**src/vlc_pkg.sv**
```systemverilog
// constants, field layouts and carriers of the vehicle link
// control/status block; assumes a 100 MHz module clock.
//
// Behaviour
// - Enables 6..4 gate tx idle, empty, under/over-run to tx request.
// - Enables 3..0 gate overrun, completion, break, full to rx request.
// - Cleared enable blocks only the request; flag events still pass.
// - Active driven, passive seen sets sticky tx fault; write 0 clears.
// - In-frame bit sets on norm bit rise; code read or good byte clears.
// - Idle bit reads 1 after more than 280 us without link activity.
// - No active edge in 80 minus cal us after SOF: short, tx reset.
// - Filtered short pulse sets sticky noise bit.
// - Activity with wake enable sets wake; status read clears both.
// - CRC off: no CRC appended or checked.
// - CRC on: append and check; mismatch flags the completion code.
// - Quad speed bit quadruples rate; received break clears it.
// - Quad change resets machine, clears resp/DMA, loads default cal.
// - Type 2 retries response each byte boundary until won, then clears.
// - Polarity bit decides which normalization value means CRC follows.
// - Writing 1 to abort resets tx, sets idle and empty; reads 0.
// - Break self-clears when sent, clears resp/quad/DMA, flags completion.
// - Response mode starts after EOD; otherwise after EOF or idle link.
// - Receive error, break or quad reset clears response mode.
// - Wake enable allows wake interrupt; cleared once wake occurs.
// - Events while enable is 0 raise no request, never pending later.
package vlc_pkg;

	localparam int CLK_PERIOD_NS = 10;
	localparam int IDLE_TIME_US  = 280;
	localparam int IDLE_CYCLES   = IDLE_TIME_US * 1000 / CLK_PERIOD_NS;
	localparam int US_CYCLES     = 1000 / CLK_PERIOD_NS;
	localparam int SHORT_BASE_US = 80;

	// ------------------------------------------------------------
	// register map
	// ------------------------------------------------------------
	localparam logic [7:0] ADDR_IRQ_EN  = 8'h00;
	localparam logic [7:0] ADDR_STATUS  = 8'h04;
	localparam logic [7:0] ADDR_CONTROL = 8'h08;
	localparam logic [7:0] RESET_VALUE  = 8'h00;

	// status fields
	localparam int ST_TX_FAULT = 5;
	localparam int ST_IFR      = 4;
	localparam int ST_IDLE     = 3;
	localparam int ST_SHORT    = 2;
	localparam int ST_NOISE    = 1;
	localparam int ST_WAKE     = 0;

	// control fields
	localparam int CT_CRC_OFF = 7;
	localparam int CT_QUAD    = 6;
	localparam int CT_TYPE2   = 5;
	localparam int CT_NORM_BIT_POLARITY   = 4;
	localparam int CT_ABORT   = 3;
	localparam int CT_BREAK   = 2;
	localparam int CT_TX_IFR  = 1;
	localparam int CT_WAKE_EN = 0;

	// flag events, bit order matches the enable register 6..0
	typedef struct packed {
		logic tx_idle;
		logic tx_buf_empty;
		logic tx_under_over;
		logic rx_overrun;
		logic completion;
		logic brk;
		logic rx_buf_full;
	} vlc_flags_s;

	typedef struct packed {
		logic link_activity;
		logic norm_bit;
		logic tx_drive_active;
		logic sample_passive;
		logic arb_lost;
		logic sof_sent;
		logic active_edge;
		logic noise_pulse;
		logic cc_read;
		logic good_nonifr_byte;
		logic crc_bad;
		logic break_rx;
		logic rx_error;
		logic byte_boundary;
		logic arb_won;
		logic break_done;
		logic eod;
		logic eof;
		logic long_break_sel;
	} vlc_link_s;

	typedef struct packed {
		logic crc_append;
		logic crc_check;
		logic quad_speed;
		logic crc_follows;
		logic tx_in_frame_resp;
		logic type2_retry;
		logic tx_start_ok;
		logic break_req;
		logic break_long;
		logic tx_reset;
		logic sm_reset;
		logic tx_dma_clr;
		logic cal_load;
		logic cc_form;
		logic crc_mismatch;
		logic wake_irq;
	} vlc_ctl_s;

endpackage

```
**src/vlc_ctrl_status.sv**
```systemverilog
// interrupt enable gating, global status and global control of the
// single-wire vehicle link controller.
// assumes event inputs are one-cycle pulses synchronous to REF_CLK_IN.
//
// The plain strobed port and the address map were chosen for this implementation.
`timescale 1ns/1ps
module vlc_ctrl_status
	import vlc_pkg::*;
#(
	parameter int IDLE_LIMIT = IDLE_CYCLES,
	parameter logic [7:0] CAL_NORMAL_DEF = 8'h00,
	parameter logic [7:0] CAL_QUAD_DEF   = 8'h00
)(
	input  wire logic       REF_CLK_IN,
	input  wire logic       RESET_IN,
	input  wire logic [7:0] REG_ADDR_IN,
	input  wire logic [7:0] REG_WDATA_IN,
	input  wire logic       REG_WR_IN,
	input  wire logic       REG_RD_IN,
	output logic      [7:0] REG_RDATA_OUT,
	input  vlc_flags_s      FLAG_EVENT_IN,
	input  vlc_link_s       LINK_IN,
	input  wire logic [7:0] CAL_VALUE_IN,
	output vlc_flags_s      FLAG_SET_OUT,
	output logic            TX_IRQ_OUT,
	output logic            RX_IRQ_OUT,
	output vlc_ctl_s        CTL_OUT,
	output logic      [7:0] CAL_DEFAULT_OUT
);

	// ------------------------------------------------------------
	// state
	// ------------------------------------------------------------
	logic [6:0]  irq_en;
	logic        tx_fault_seen;
	logic        in_frame_resp_active;
	logic        link_idle;
	logic        ground_short_seen;
	logic        noise_seen;
	logic        wake_seen;
	logic        crc_off;
	logic        quad_speed;
	logic        quad_prev;
	logic        type2_resp_mode;
	logic        norm_bit_polarity;
	logic        send_break;
	logic        tx_in_frame_resp;
	logic        wake_en;
	logic        norm_prev;
	logic [15:0] idle_cnt;
	logic [6:0]  us_div;
	logic [7:0]  us_cnt;
	logic        sof_wait;
	logic        short_hit;

	logic        wr_ctl;
	logic        wr_st;
	logic        rd_st;
	logic        abort_wr;
	logic        quad_chg;
	logic        wake_hit;
	logic [7:0]  short_limit;
	vlc_flags_s  next_flags;

	assign wr_ctl   = REG_WR_IN && (REG_ADDR_IN == ADDR_CONTROL);
	assign wr_st    = REG_WR_IN && (REG_ADDR_IN == ADDR_STATUS);
	assign rd_st    = REG_RD_IN && (REG_ADDR_IN == ADDR_STATUS);
	assign abort_wr = wr_ctl && REG_WDATA_IN[CT_ABORT];
	assign quad_chg = quad_speed != quad_prev;
	assign wake_hit = wake_en && LINK_IN.link_activity;

	// trip time, never below one microsecond
	function automatic logic [7:0] trip_us(input logic [7:0] cal);
		if (cal >= 8'(SHORT_BASE_US))
			trip_us = 8'h01;
		else
			trip_us = 8'(SHORT_BASE_US) - cal;
	endfunction
	assign short_limit = trip_us(CAL_VALUE_IN);

	// ------------------------------------------------------------
	// interrupt enables and flag events
	// ------------------------------------------------------------
	always_ff @(posedge REF_CLK_IN)
	begin
		if (RESET_IN)
			irq_en <= 7'h00;
		else if (REG_WR_IN && REG_ADDR_IN == ADDR_IRQ_EN)
			irq_en <= REG_WDATA_IN[6:0];
	end

	always_comb
	begin
		next_flags = FLAG_EVENT_IN;
		if (abort_wr || short_hit)
		begin
			next_flags.tx_idle      = 1'b1;
			next_flags.tx_buf_empty = 1'b1;
		end
		if (send_break && LINK_IN.break_done)
		begin
			next_flags.completion = 1'b1;
			next_flags.brk        = 1'b1;
		end
	end

	always_ff @(posedge REF_CLK_IN)
	begin
		if (RESET_IN)
		begin
			FLAG_SET_OUT <= '0;
			TX_IRQ_OUT   <= 1'b0;
			RX_IRQ_OUT   <= 1'b0;
		end
		else
		begin
			FLAG_SET_OUT <= next_flags;
			TX_IRQ_OUT <= |(next_flags[6:4] & irq_en[6:4]);
			RX_IRQ_OUT <= |(next_flags[3:0] & irq_en[3:0]);
		end
	end

	// ------------------------------------------------------------
	// status bits
	// ------------------------------------------------------------
	// sticky fault, set wins
	always_ff @(posedge REF_CLK_IN)
	begin
		if (RESET_IN)
			tx_fault_seen <= 1'b0;
		else if (LINK_IN.tx_drive_active && LINK_IN.sample_passive
			&& !LINK_IN.arb_lost)
			tx_fault_seen <= 1'b1;
		else if (wr_st && !REG_WDATA_IN[ST_TX_FAULT])
			tx_fault_seen <= 1'b0;
	end

	always_ff @(posedge REF_CLK_IN)
	begin
		if (RESET_IN)
		begin
			norm_prev            <= 1'b0;
			in_frame_resp_active <= 1'b0;
		end
		else
		begin
			norm_prev <= LINK_IN.norm_bit;
			if (LINK_IN.norm_bit && !norm_prev)
				in_frame_resp_active <= 1'b1;
			else if (LINK_IN.cc_read || LINK_IN.good_nonifr_byte)
				in_frame_resp_active <= 1'b0;
		end
	end

	always_ff @(posedge REF_CLK_IN)
	begin
		if (RESET_IN)
		begin
			idle_cnt  <= 16'h0000;
			link_idle <= 1'b0;
		end
		else if (LINK_IN.link_activity)
		begin
			idle_cnt  <= 16'h0000;
			link_idle <= 1'b0;
		end
		else if (idle_cnt < 16'(IDLE_LIMIT))
			idle_cnt <= idle_cnt + 16'h0001;
		else
			link_idle <= 1'b1;
	end

	always_ff @(posedge REF_CLK_IN)
	begin
		if (RESET_IN)
		begin
			sof_wait  <= 1'b0;
			us_div    <= 7'h00;
			us_cnt    <= 8'h00;
			short_hit <= 1'b0;
		end
		else
		begin
			short_hit <= 1'b0;
			if (LINK_IN.sof_sent)
			begin
				sof_wait <= 1'b1;
				us_div   <= 7'h00;
				us_cnt   <= 8'h00;
			end
			else if (LINK_IN.active_edge || abort_wr)
				sof_wait <= 1'b0;
			else if (sof_wait)
			begin
				if (us_div == 7'(US_CYCLES - 1))
				begin
					us_div <= 7'h00;
					us_cnt <= us_cnt + 8'h01;
					if (us_cnt + 8'h01 >= short_limit)
					begin
						sof_wait  <= 1'b0;
						short_hit <= 1'b1;
					end
				end
				else
					us_div <= us_div + 7'h01;
			end
		end
	end

	always_ff @(posedge REF_CLK_IN)
	begin
		if (RESET_IN)
			ground_short_seen <= 1'b0;
		else if (short_hit)
			ground_short_seen <= 1'b1;
	end

	always_ff @(posedge REF_CLK_IN)
	begin
		if (RESET_IN)
			noise_seen <= 1'b0;
		else if (LINK_IN.noise_pulse)
			noise_seen <= 1'b1;
	end

	// wake status, read clears unless a new hit
	always_ff @(posedge REF_CLK_IN)
	begin
		if (RESET_IN)
			wake_seen <= 1'b0;
		else if (wake_hit)
			wake_seen <= 1'b1;
		else if (rd_st)
			wake_seen <= 1'b0;
	end

	// ------------------------------------------------------------
	// control bits
	// ------------------------------------------------------------
	always_ff @(posedge REF_CLK_IN)
	begin
		if (RESET_IN)
		begin
			crc_off           <= 1'b0;
			norm_bit_polarity <= 1'b0;
		end
		else if (wr_ctl)
		begin
			crc_off           <= REG_WDATA_IN[CT_CRC_OFF];
			norm_bit_polarity <= REG_WDATA_IN[CT_NORM_BIT_POLARITY];
		end
	end

	// quad speed, cleared by received or sent break
	always_ff @(posedge REF_CLK_IN)
	begin
		if (RESET_IN)
		begin
			quad_speed <= 1'b0;
			quad_prev  <= 1'b0;
		end
		else
		begin
			quad_prev <= quad_speed;
			if (LINK_IN.break_rx || (send_break && LINK_IN.break_done))
				quad_speed <= 1'b0;
			else if (wr_ctl)
				quad_speed <= REG_WDATA_IN[CT_QUAD];
		end
	end

	// type 2 clears once arbitration won
	always_ff @(posedge REF_CLK_IN)
	begin
		if (RESET_IN)
			type2_resp_mode <= 1'b0;
		else if (type2_resp_mode && LINK_IN.arb_won)
			type2_resp_mode <= 1'b0;
		else if (wr_ctl)
			type2_resp_mode <= REG_WDATA_IN[CT_TYPE2];
	end

	always_ff @(posedge REF_CLK_IN)
	begin
		if (RESET_IN)
			send_break <= 1'b0;
		else if (send_break && LINK_IN.break_done)
			send_break <= 1'b0;
		else if (wr_ctl && REG_WDATA_IN[CT_BREAK])
			send_break <= 1'b1;
	end

	always_ff @(posedge REF_CLK_IN)
	begin
		if (RESET_IN)
			tx_in_frame_resp <= 1'b0;
		else if (LINK_IN.rx_error || LINK_IN.break_rx || quad_chg
			|| (send_break && LINK_IN.break_done))
			tx_in_frame_resp <= 1'b0;
		else if (wr_ctl)
			tx_in_frame_resp <= REG_WDATA_IN[CT_TX_IFR];
	end

	always_ff @(posedge REF_CLK_IN)
	begin
		if (RESET_IN)
			wake_en <= 1'b0;
		else if (wake_hit || rd_st)
			wake_en <= 1'b0;
		else if (wr_ctl)
			wake_en <= REG_WDATA_IN[CT_WAKE_EN];
	end

	// ------------------------------------------------------------
	// outputs towards transmitter and receiver
	// ------------------------------------------------------------
	always_ff @(posedge REF_CLK_IN)
	begin
		if (RESET_IN)
		begin
			CTL_OUT         <= '0;
			CAL_DEFAULT_OUT <= CAL_NORMAL_DEF;
		end
		else
		begin
			CTL_OUT.crc_append   <= !crc_off;
			CTL_OUT.crc_check    <= !crc_off;
			CTL_OUT.crc_mismatch <= !crc_off && LINK_IN.crc_bad;
			CTL_OUT.quad_speed   <= quad_speed;
			CTL_OUT.crc_follows <= LINK_IN.norm_bit ^ norm_bit_polarity;
			CTL_OUT.tx_in_frame_resp <= tx_in_frame_resp;
			CTL_OUT.type2_retry <= type2_resp_mode
				&& LINK_IN.byte_boundary && !LINK_IN.arb_won;
			CTL_OUT.tx_start_ok <= tx_in_frame_resp ? LINK_IN.eod
				: (LINK_IN.eof || link_idle);
			CTL_OUT.break_req  <= send_break && !LINK_IN.break_done;
			CTL_OUT.break_long <= LINK_IN.long_break_sel;
			CTL_OUT.tx_reset <= abort_wr || short_hit;
			CTL_OUT.sm_reset   <= quad_chg;
			CTL_OUT.cal_load   <= quad_chg;
			CTL_OUT.tx_dma_clr <= quad_chg
				|| (send_break && LINK_IN.break_done);
			CTL_OUT.cc_form  <= send_break && LINK_IN.break_done;
			CTL_OUT.wake_irq <= wake_hit;
			if (quad_chg)
				CAL_DEFAULT_OUT <= quad_speed ? CAL_QUAD_DEF
					: CAL_NORMAL_DEF;
		end
	end

	// ------------------------------------------------------------
	// register read, data one cycle after the strobe
	// ------------------------------------------------------------
	always_ff @(posedge REF_CLK_IN)
	begin
		if (RESET_IN)
			REG_RDATA_OUT <= RESET_VALUE;
		else if (!REG_RD_IN)
			REG_RDATA_OUT <= RESET_VALUE;
		else
			case (REG_ADDR_IN)
				ADDR_IRQ_EN:  REG_RDATA_OUT <= {1'b0, irq_en};
				ADDR_STATUS:  REG_RDATA_OUT <= {2'b00, tx_fault_seen,
					in_frame_resp_active, link_idle,
					ground_short_seen, noise_seen, wake_seen};
				ADDR_CONTROL: REG_RDATA_OUT <= {crc_off, quad_speed,
					type2_resp_mode, norm_bit_polarity, 1'b0,
					send_break, tx_in_frame_resp, wake_en};
				default:      REG_RDATA_OUT <= RESET_VALUE;
			endcase
	end
endmodule // vlc_ctrl_status

```
**config.mk**
```make
export PLATFORM = sky130hd
export DESIGN_NAME = vlc_ctrl_status
export DESIGN_NICKNAME = d
export VERILOG_FILES = /design/src/vlc_pkg.sv /design/src/vlc_ctrl_status.sv
export SDC_FILE = /design/constraint.sdc
export NUM_CORES = 1
export LEC_CHECK = 0
export BUFFER_PORTS_ARGS = -buffer_cell sky130_fd_sc_hd__buf_2
export CAP_MARGIN = 25
export CORE_UTILIZATION = 57
export CTS_CLUSTER_DIAMETER = 40
export DETAILED_ROUTE_END_ITERATION = 6
export HOLD_SLACK_MARGIN = 0.08
export MAX_ROUTING_LAYER = met4
export PLACE_DENSITY = 0.88
export SYNTH_ARGS = -nofsm -noshare
export SYNTH_HDL_FRONTEND = slang
export SYNTH_SLANG_ARGS = --single-unit
```
**constraint.sdc**
```tcl
create_clock -name REF_CLK_IN -period 6.35 [get_ports REF_CLK_IN]
set_input_delay 0.3175 -clock REF_CLK_IN [delete_from_list [all_inputs] [get_ports REF_CLK_IN]]
set_output_delay 0.3175 -clock REF_CLK_IN [all_outputs]
set_load 0.03 [all_outputs]
```
==> flow_summary_export.csv, run 1 <==
group,metric,value,unit
outcome,status,"complete, no violations",
synth,ys_top_cells_by_count,"dfxtp_1 (85), nor2_1 (58), a21oi_1 (39)",
sta,hold_viol,0,
critical_path,critPathLaunchType,"flip-flop",
clocking,root_buffer,"clkbuf_8",
power,seq_power_share,0.506,
critical_path,crit_chain,"nand3_1 -> nor4_1 -> xnor2_1 -> ha_1 -> nand2_1 -> or3_1 -> o221ai_1 -> and4_1",
critical_path,r2r_end,"short_hit$_SDFF_PP0_",
critical_path,cp_max_fo,5,
sta,slew_violations,0,
critical_path,crit_slowest_cell,"nor4_1",
power,comb_power_share,0.075,
sta,tightest_slew,0.829,ns
synth,synth_top_area_share,0.432,
synth,synth_seq_cells,85,
power,ir_worst_vdd,0.197,mV
critical_path,required,6.65,ns
drt,ant_nets,0,
power,p_leak,1.96,nW
final_layout,diodes,0,
drt,wl_per_cell,14.9,um
floorplan,die-area,7250,sq um
sta,fmaxAchievable,407,MHz
synth,synth_area_leaders,"dfxtp_1 (43%), nor2_1 (5.5%), mux2i_1 (5.1%)",
place,dp.cells,589,
sta,finalWorstPathRequiredPeriod,2.46,ns
sta,slew-limit-headroom,0.447,
sta,rsz0062_at_grt,"no",
clocking,clock-sinks,85,
floorplan,chipWidth,85.2,um
final_layout,fin_nets,589,
power,clockPowerShare,0.419,
critical_path,max_stage_delay,0.51,ns
clocking,cts.path.max_buffers,2,
worst_hold_path,min_delay_path_depth,2,
global_routing,gr-usage-all-layers,0.260,
worst_hold_path,hold_class,"in2reg",
synth,synth_edf_count,0,
drt,drtIter0Drc,256,
worst_hold_path,hold_path_end,"tx_in_frame_resp$_SDFFE_PP0P_",
drt,via_count,3578,
worst_hold_path,holdCritStartpoint,"LINK_IN[6]",
clocking,insertion_delay,0.36,ns
synth,synth-seq-area-share,0.432,
synth,syn_area,3940,sq um
global_routing,grt_pass1_vias,3300,
clocking,cts_tree,"built",
sta,setup_tns,0,ns
final_layout,areaGrowthSynthToFinish,16.3,%
sta,skew,0.00809,ns
clocking,post_cts_resized,0,
drt,drc,0,
global_routing,grt_max_degree,50,
global_routing,grt_pass1_wl,14.6,mm
critical_path,crit_type,"reg2reg",
global_routing,grt_antenna_before_repair,0,
place,hpwl,6.36,mm
synth,synth_ff_type,"dfxtp_1",
power,p_sw_frac,0.230,
drt,routed_wl,8.99,mm
critical_path,ff2ff_setup_slack,3.89,ns
clocking,ctsHoldBuffers,0,
power,power_density,234,nW/um^2
critical_path,regToRegStartpoint,"us_cnt[0]$_SDFFE_PP0P_",
floorplan,core-area,6490,sq um
critical_path,reg2regPathDepth,8,
synth,yosysMostFrequentCell,"dfxtp_1",
sta,setup_viol,0,
floorplan,row_count,29,
power,switchingPower,0.247,mW
floorplan,boundaryPins,95,
synth,ys_warn_count,0,
place,port_buffers,86,
synth,syn-instance-count,448,
drt,vias_per_cell,5.91,
power,internal_power,0.824,mW
global_routing,grt-ovfl-total,0,
drt,dr.pass1.iters,5,
final_layout,drive_gt1_frac,0.220,
place,finalWeightedCongestion,0.875,
floorplan,initial_utilization,0.607,
critical_path,crit_arrival,2.76,ns
clocking,clkTransAtPathRegs,0.09,ns
clocking,clock_tree.htree_level_count,3,
sta,timing.final.crit_share,0.387,
synth,yosys.area.top_type,"dfxtp_1",
synth,syn_area_per_cell,8.80,sq um
final_layout,final_cells,605,
critical_path,endpoint_kind,"flip-flop",
synth,async_flop_share,0,
job,max_cap_viol_count,0,
clocking,cts_buffers,9,
synth,yosysUniqueCellTypes,54,
floorplan,fp.dieH,85.2,um
clocking,cts_setup_buffers,0,
-- power by group through the flow --
stage | clock [mW] | combinational (mW) | sequential [mW]
floorplan | 0 | 0.0437 | 0.563
global placement | 0 | 0.0773 | 0.554
detailed placement | 0 | 0.0796 | 0.555
CTS | 0.451 | 0.0803 | 0.542
finish | 0.448 | 0.0805 | 0.542
global route | 0.473 | 0.0880 | 0.543
-- state kept, by name, indices dropped and copies added, names as in the netlist, 7 cells and up --
signal,flops
CTL_OUT,14
FLAG_SET_OUT,7
REG_RDATA_OUT,8
idle_cnt,16
irq_en,7
us_cnt,8
us_div,7
-- area by class of cell --
cell class,count,area (sq um)
Multi-Input combinational cell,328,2060
Fill cell,481,1910
Sequential cell,85,1700
Timing Repair Buffer,88,445
Clock buffer,12,165
Tap cell,77,96.3
Clock inverter,4,77.6
Inverter,11,41.3
-- layer usage --
layer	GRT usage	vias to the layer above	routed length, um
met1	0.311	1671	3810
met5	-	-	0
met2	0.434	148	4440
li1	-	1738	-
met4	0.0755	0	116
met3	0.0652	21	620
-- metrics by stage --
| stage | cell area (sq um) | utilization | hold slack, ns | total power, mW | worst slack [ns] |
|---|---|---|---|---|---|
| floorplan | 3970 | - | 0.394 | 0.606 | 4.09 |
| global placement | 4340 | 0.668 | 0.432 | 0.632 | 3.90 |
| detailed placement | 4340 | 0.668 | 0.444 | 0.634 | 3.82 |
| CTS | 4580 | 0.706 | 0.110 | 1.07 | 3.88 |
| global route | 4580 | 0.706 | 0.101 | 1.10 | 3.66 |
| finish | 4580 | 0.706 | 0.112 | 1.07 | 3.89 |
-- critical path: cells and delay by family, from the launching register on --
kind,cells,cell delay [ns]
simple gates,5,1.28
flops,1,0.42
fa+ha+maj,1,0.32
compound gates,1,0.24
xor+xnor,1,0.14
-- layout by cell type, fill, tap and decap left out, drive strengths merged, types with 5 or more instances in the layout --
master,instances
mux2i,20
clkbuf,12
and4,5
xnor2,9
buf,88
o31ai,13
nand3,12
o21ai,13
and2,5
or4,8
nand4,15
conb,9
nor3,5
nand2,23
a21oi,39
or3,14
nand2b,7
nor4,5
a31o,5
inv,12
ha,12
nor2,58
nor2b,11
dfxtp,85
-- cell families after synthesis --
kind of cell,share of synthesized area
mux,0.0537
flops,0.432
fa+ha+maj,0.0381
other cells,0.00191
simple gates,0.249
buf+inv,0.0533
xor+xnor,0.0244
compound gates,0.148
-- worst max-delay path by stage --
| stage | start | end | slack [ns] |
|---|---|---|---|
| final | us_cnt[0]$_SDFFE_PP0P_ | short_hit$_SDFF_PP0_ | 3.89 |
| after global routing | us_cnt[0]$_SDFFE_PP0P_ | short_hit$_SDFF_PP0_ | 3.66 |
| after CTS | us_cnt[0]$_SDFFE_PP0P_ | short_hit$_SDFF_PP0_ | 3.88 |
| after detailed placement | CAL_VALUE_IN[0] | sof_wait$_SDFF_PP0_ | 3.82 |
| after global placement | CAL_VALUE_IN[0] | short_hit$_SDFF_PP0_ | 3.90 |
| after floorplan | CAL_VALUE_IN[0] | short_hit$_SDFF_PP0_ | 4.09 |
Note: power is estimated with default switching activity, not from simulation.
==> run 2: changes to the inputs <==
--- a/config.mk
+++ b/config.mk
@@ -7,12 +7,12 @@
 export LEC_CHECK = 0
 export BUFFER_PORTS_ARGS = -buffer_cell sky130_fd_sc_hd__buf_2
 export CAP_MARGIN = 25
-export CORE_UTILIZATION = 57
+export CORE_UTILIZATION = 48
 export CTS_CLUSTER_DIAMETER = 40
 export DETAILED_ROUTE_END_ITERATION = 6
 export HOLD_SLACK_MARGIN = 0.08
 export MAX_ROUTING_LAYER = met4
-export PLACE_DENSITY = 0.88
+export PLACE_DENSITY = 0.8
 export SYNTH_ARGS = -nofsm -noshare
 export SYNTH_HDL_FRONTEND = slang
 export SYNTH_SLANG_ARGS = --single-unit
==> constraint.sdc (replaced) <==
create_clock -name REF_CLK_IN -period 2.1 [get_ports REF_CLK_IN]
set_input_delay 0.105 -clock REF_CLK_IN [delete_from_list [all_inputs] [get_ports REF_CLK_IN]]
set_output_delay 0.105 -clock REF_CLK_IN [all_outputs]
set_load 0.03 [all_outputs]
==> run 2 against run 1 <==
Effect of this change:
- the flow now finishes with violations (negative setup slack)
- sequential power rose to 3.0 times the previous value
- wire length up 25%
- total power rose to 3.0 times the previous value
- register-to-register slack worse by 3.9 ns
- global-route usage up 0.96 points
- maximum frequency up 16%
- clock power rose to 2.8 times the previous value
- critical path depth up 1
- count of clock-buffer cells in the layout down 3
- first-iteration DRC count down 9.4%
- largest cell class unchanged
==> flow_summary_export.csv, run 2 (synthesis gave the netlist of run 1 again) <==
group,metric,value,unit
critical_path,crit_chain,"ha_4 -> and3_4 -> and3_4 -> xnor2_2 -> ha_1 -> nand2_2 -> or3_4 -> o221ai_2 -> and4_1",
drt,dr.pass1.iters,4,
drt,ant_nets,0,
clocking,cts_tree,"built",
floorplan,boundaryPins,95,
clocking,clock-sinks,85,
sta,finalWorstPathRequiredPeriod,2.12,ns
final_layout,top_register,"idle_cnt",
final_layout,final_common_cell,"buf_2",
critical_path,reg2regPathDepth,9,
worst_hold_path,hold_class,"in2reg",
critical_path,worst-path-buf-inv,0,
power,power_density,616,nW/um^2
critical_path,endpoint_kind,"flip-flop",
sta,skew,0.0115,ns
critical_path,required,2.40,ns
clocking,insertion_delay,0.36,ns
drt,routed_wl,11.2,mm
floorplan,fp.dieH,92.6,um
worst_hold_path,holdCritStartpoint,"LINK_IN[13]",
sta,fmaxAchievable,473,MHz
sta,setup_viol,1,
sta,rsz0062_at_grt,"yes",
sta,hold_viol,0,
clocking,clock_tree.htree_level_count,3,
global_routing,grt_max_degree,26,
sta,slew-limit-headroom,0.510,
power,ir_worst_vdd,0.543,mV
global_routing,grt_pass1_vias,3786,
place,port_buffers,86,
global_routing,grt_pass1_wl,17.6,mm
critical_path,critPathLaunchType,"flip-flop",
critical_path,regToRegStartpoint,"us_cnt[0]$_SDFFE_PP0P_",
critical_path,ff2ff_setup_slack,-0.02,ns
critical_path,max_stage_delay,0.38,ns
sta,slew_violations,0,
sta,setup_slack,-0.0159,ns
sta,tightest_slew,0.723,ns
critical_path,crit_type,"reg2reg",
global_routing,grt-ovfl-total,0,
critical_path,cp_max_fo,3,
drt,vias_per_cell,5.77,
final_layout,largest_reg_flops,16,
final_layout,areaGrowthSynthToFinish,31.7,%
final_layout,nFillCells,626,
floorplan,die-area,8580,sq um
place,finalWeightedCongestion,0.876,
floorplan,row_count,32,
outcome,violations,"negative setup slack",
place,pre_cts_ws,-0.168,ns
worst_hold_path,hold_path_end,"us_cnt[3]$_SDFFE_PP0P_",
final_layout,reg_top3,"idle_cnt x16, CTL_OUT x14",
floorplan,core-area,7850,sq um
critical_path,critical_path.top_delay_family,"simple AND/OR/NAND/NOR gates",
critical_path,crit_slowest_cell,"dfxtp_4",
final_layout,multi_input_area,2130,sq um
clocking,root_buffer,"clkbuf_8",
critical_path,crit_arrival,2.42,ns
place,dp.cells,637,
place,hpwl,7.29,mm
worst_hold_path,min_delay_path_depth,3,
global_routing,grt_antenna_before_repair,1,
floorplan,initial_utilization,0.502,
final_layout,final_cell_mix,"buf_2 (86), dfxtp_1 (81), nor2_1 (58), a21oi_1 (39), dlygate4sd3_1 (31)",
drt,drc,0,
drt,via_count,3978,
clocking,cts.path.max_buffers,2,
critical_path,r2r_end,"short_hit$_SDFF_PP0_",
drt,wl_per_cell,16.3,um
clocking,clkTransAtPathRegs,0.10,ns
final_layout,fin_nets,648,
final_layout,final_cells,690,
final_layout,seq_area,1710,sq um
drt,drtIter0Drc,232,
power,p_leak,2.24,nW
sta,timing.final.crit_share,1.01,
clocking,cts_buffers,9,
final_layout,drive_gt1_frac,0.267,
outcome,status,"finished, violations left",
floorplan,chipWidth,92.6,um
critical_path,cpMostUsedCell,"and3_4",
job,max_cap_viol_count,0,
global_routing,gr-usage-all-layers,0.270,
## run 2: power by group
part           switching (mW)  internal [mW]  total (mW)
registers             0.00875           1.63        1.64
clock network           0.657          0.580        1.24
logic                   0.179          0.141       0.320
total                   0.845           2.35        3.20
## run 2: how the worst max path moves through the flow
stage	start	to	slack, ns	cells past startpoint
6_report	us_cnt[0]$_SDFFE_PP0P_	short_hit$_SDFF_PP0_	-0.02	9
5_1_grt	us_cnt[0]$_SDFFE_PP0P_	short_hit$_SDFF_PP0_	-0.09	10
4_1_cts	us_cnt[0]$_SDFFE_PP0P_	short_hit$_SDFF_PP0_	-0.02	9
3_5_place_dp	CAL_VALUE_IN[0]	short_hit$_SDFF_PP0_	-0.17	11
3_3_place_gp	CAL_VALUE_IN[0]	short_hit$_SDFF_PP0_	-0.11	11
2_1_floorplan	us_cnt[0]$_SDFFE_PP0P_	short_hit$_SDFF_PP0_	0.01	9
## run 2: layer usage
metal,vias to the layer above,part of all wire,GRT usage
met3,48,0.060,0.0558
met5,-,0,-
met2,184,0.50,0.438
met4,0,0.052,0.173
met1,1881,0.39,0.302
li1,1865,-,-
## run 2: worst reg2reg max path: stages, from the launching register on
cell and delay, ns:
dfxtp_4 0.38, ha_4 0.16, and3_4 0.15, and3_4 0.19
xnor2_2 0.12, ha_1 0.29, nand2_2 0.06, or3_4 0.33
o221ai_2 0.18, and4_1 0.21
## run 2: area by class of cell
cell class / instances / share of cell area
antenna: 1 / 0.000482
inverter: 11 / 0.00795
sequential: 85 / 0.330
timing repair buffer: 147 / 0.186
clock buffer: 9 / 0.0239
tap: 102 / 0.0246
multi-input combinational: 328 / 0.410
clock inverter: 7 / 0.0176
## run 2: per-stage QoR
stage	hold WS (ns)	power [mW]	cell area, sq um	TNS (ns)	utilization
after floorplan	0.182	1.83	3990	0	-
after global placement	0.273	1.92	4560	-0.187	0.581
after detailed placement	0.274	1.93	4560	-0.281	0.581
after CTS	0.0812	3.19	5150	-0.0190	0.656
after global routing	0.0888	3.31	5190	-0.127	0.662
final	0.0950	3.20	5190	-0.0159	0.662
## run 2: repair_timing
action,4_1_cts,5_1_grt
resized for setup,7,7
hold buffers,31,0
endpoints found under the setup margin,1,2
pin swaps,8,8
buffers inserted,4,1
cloned,0,0
hold endpoints to repair,37,0
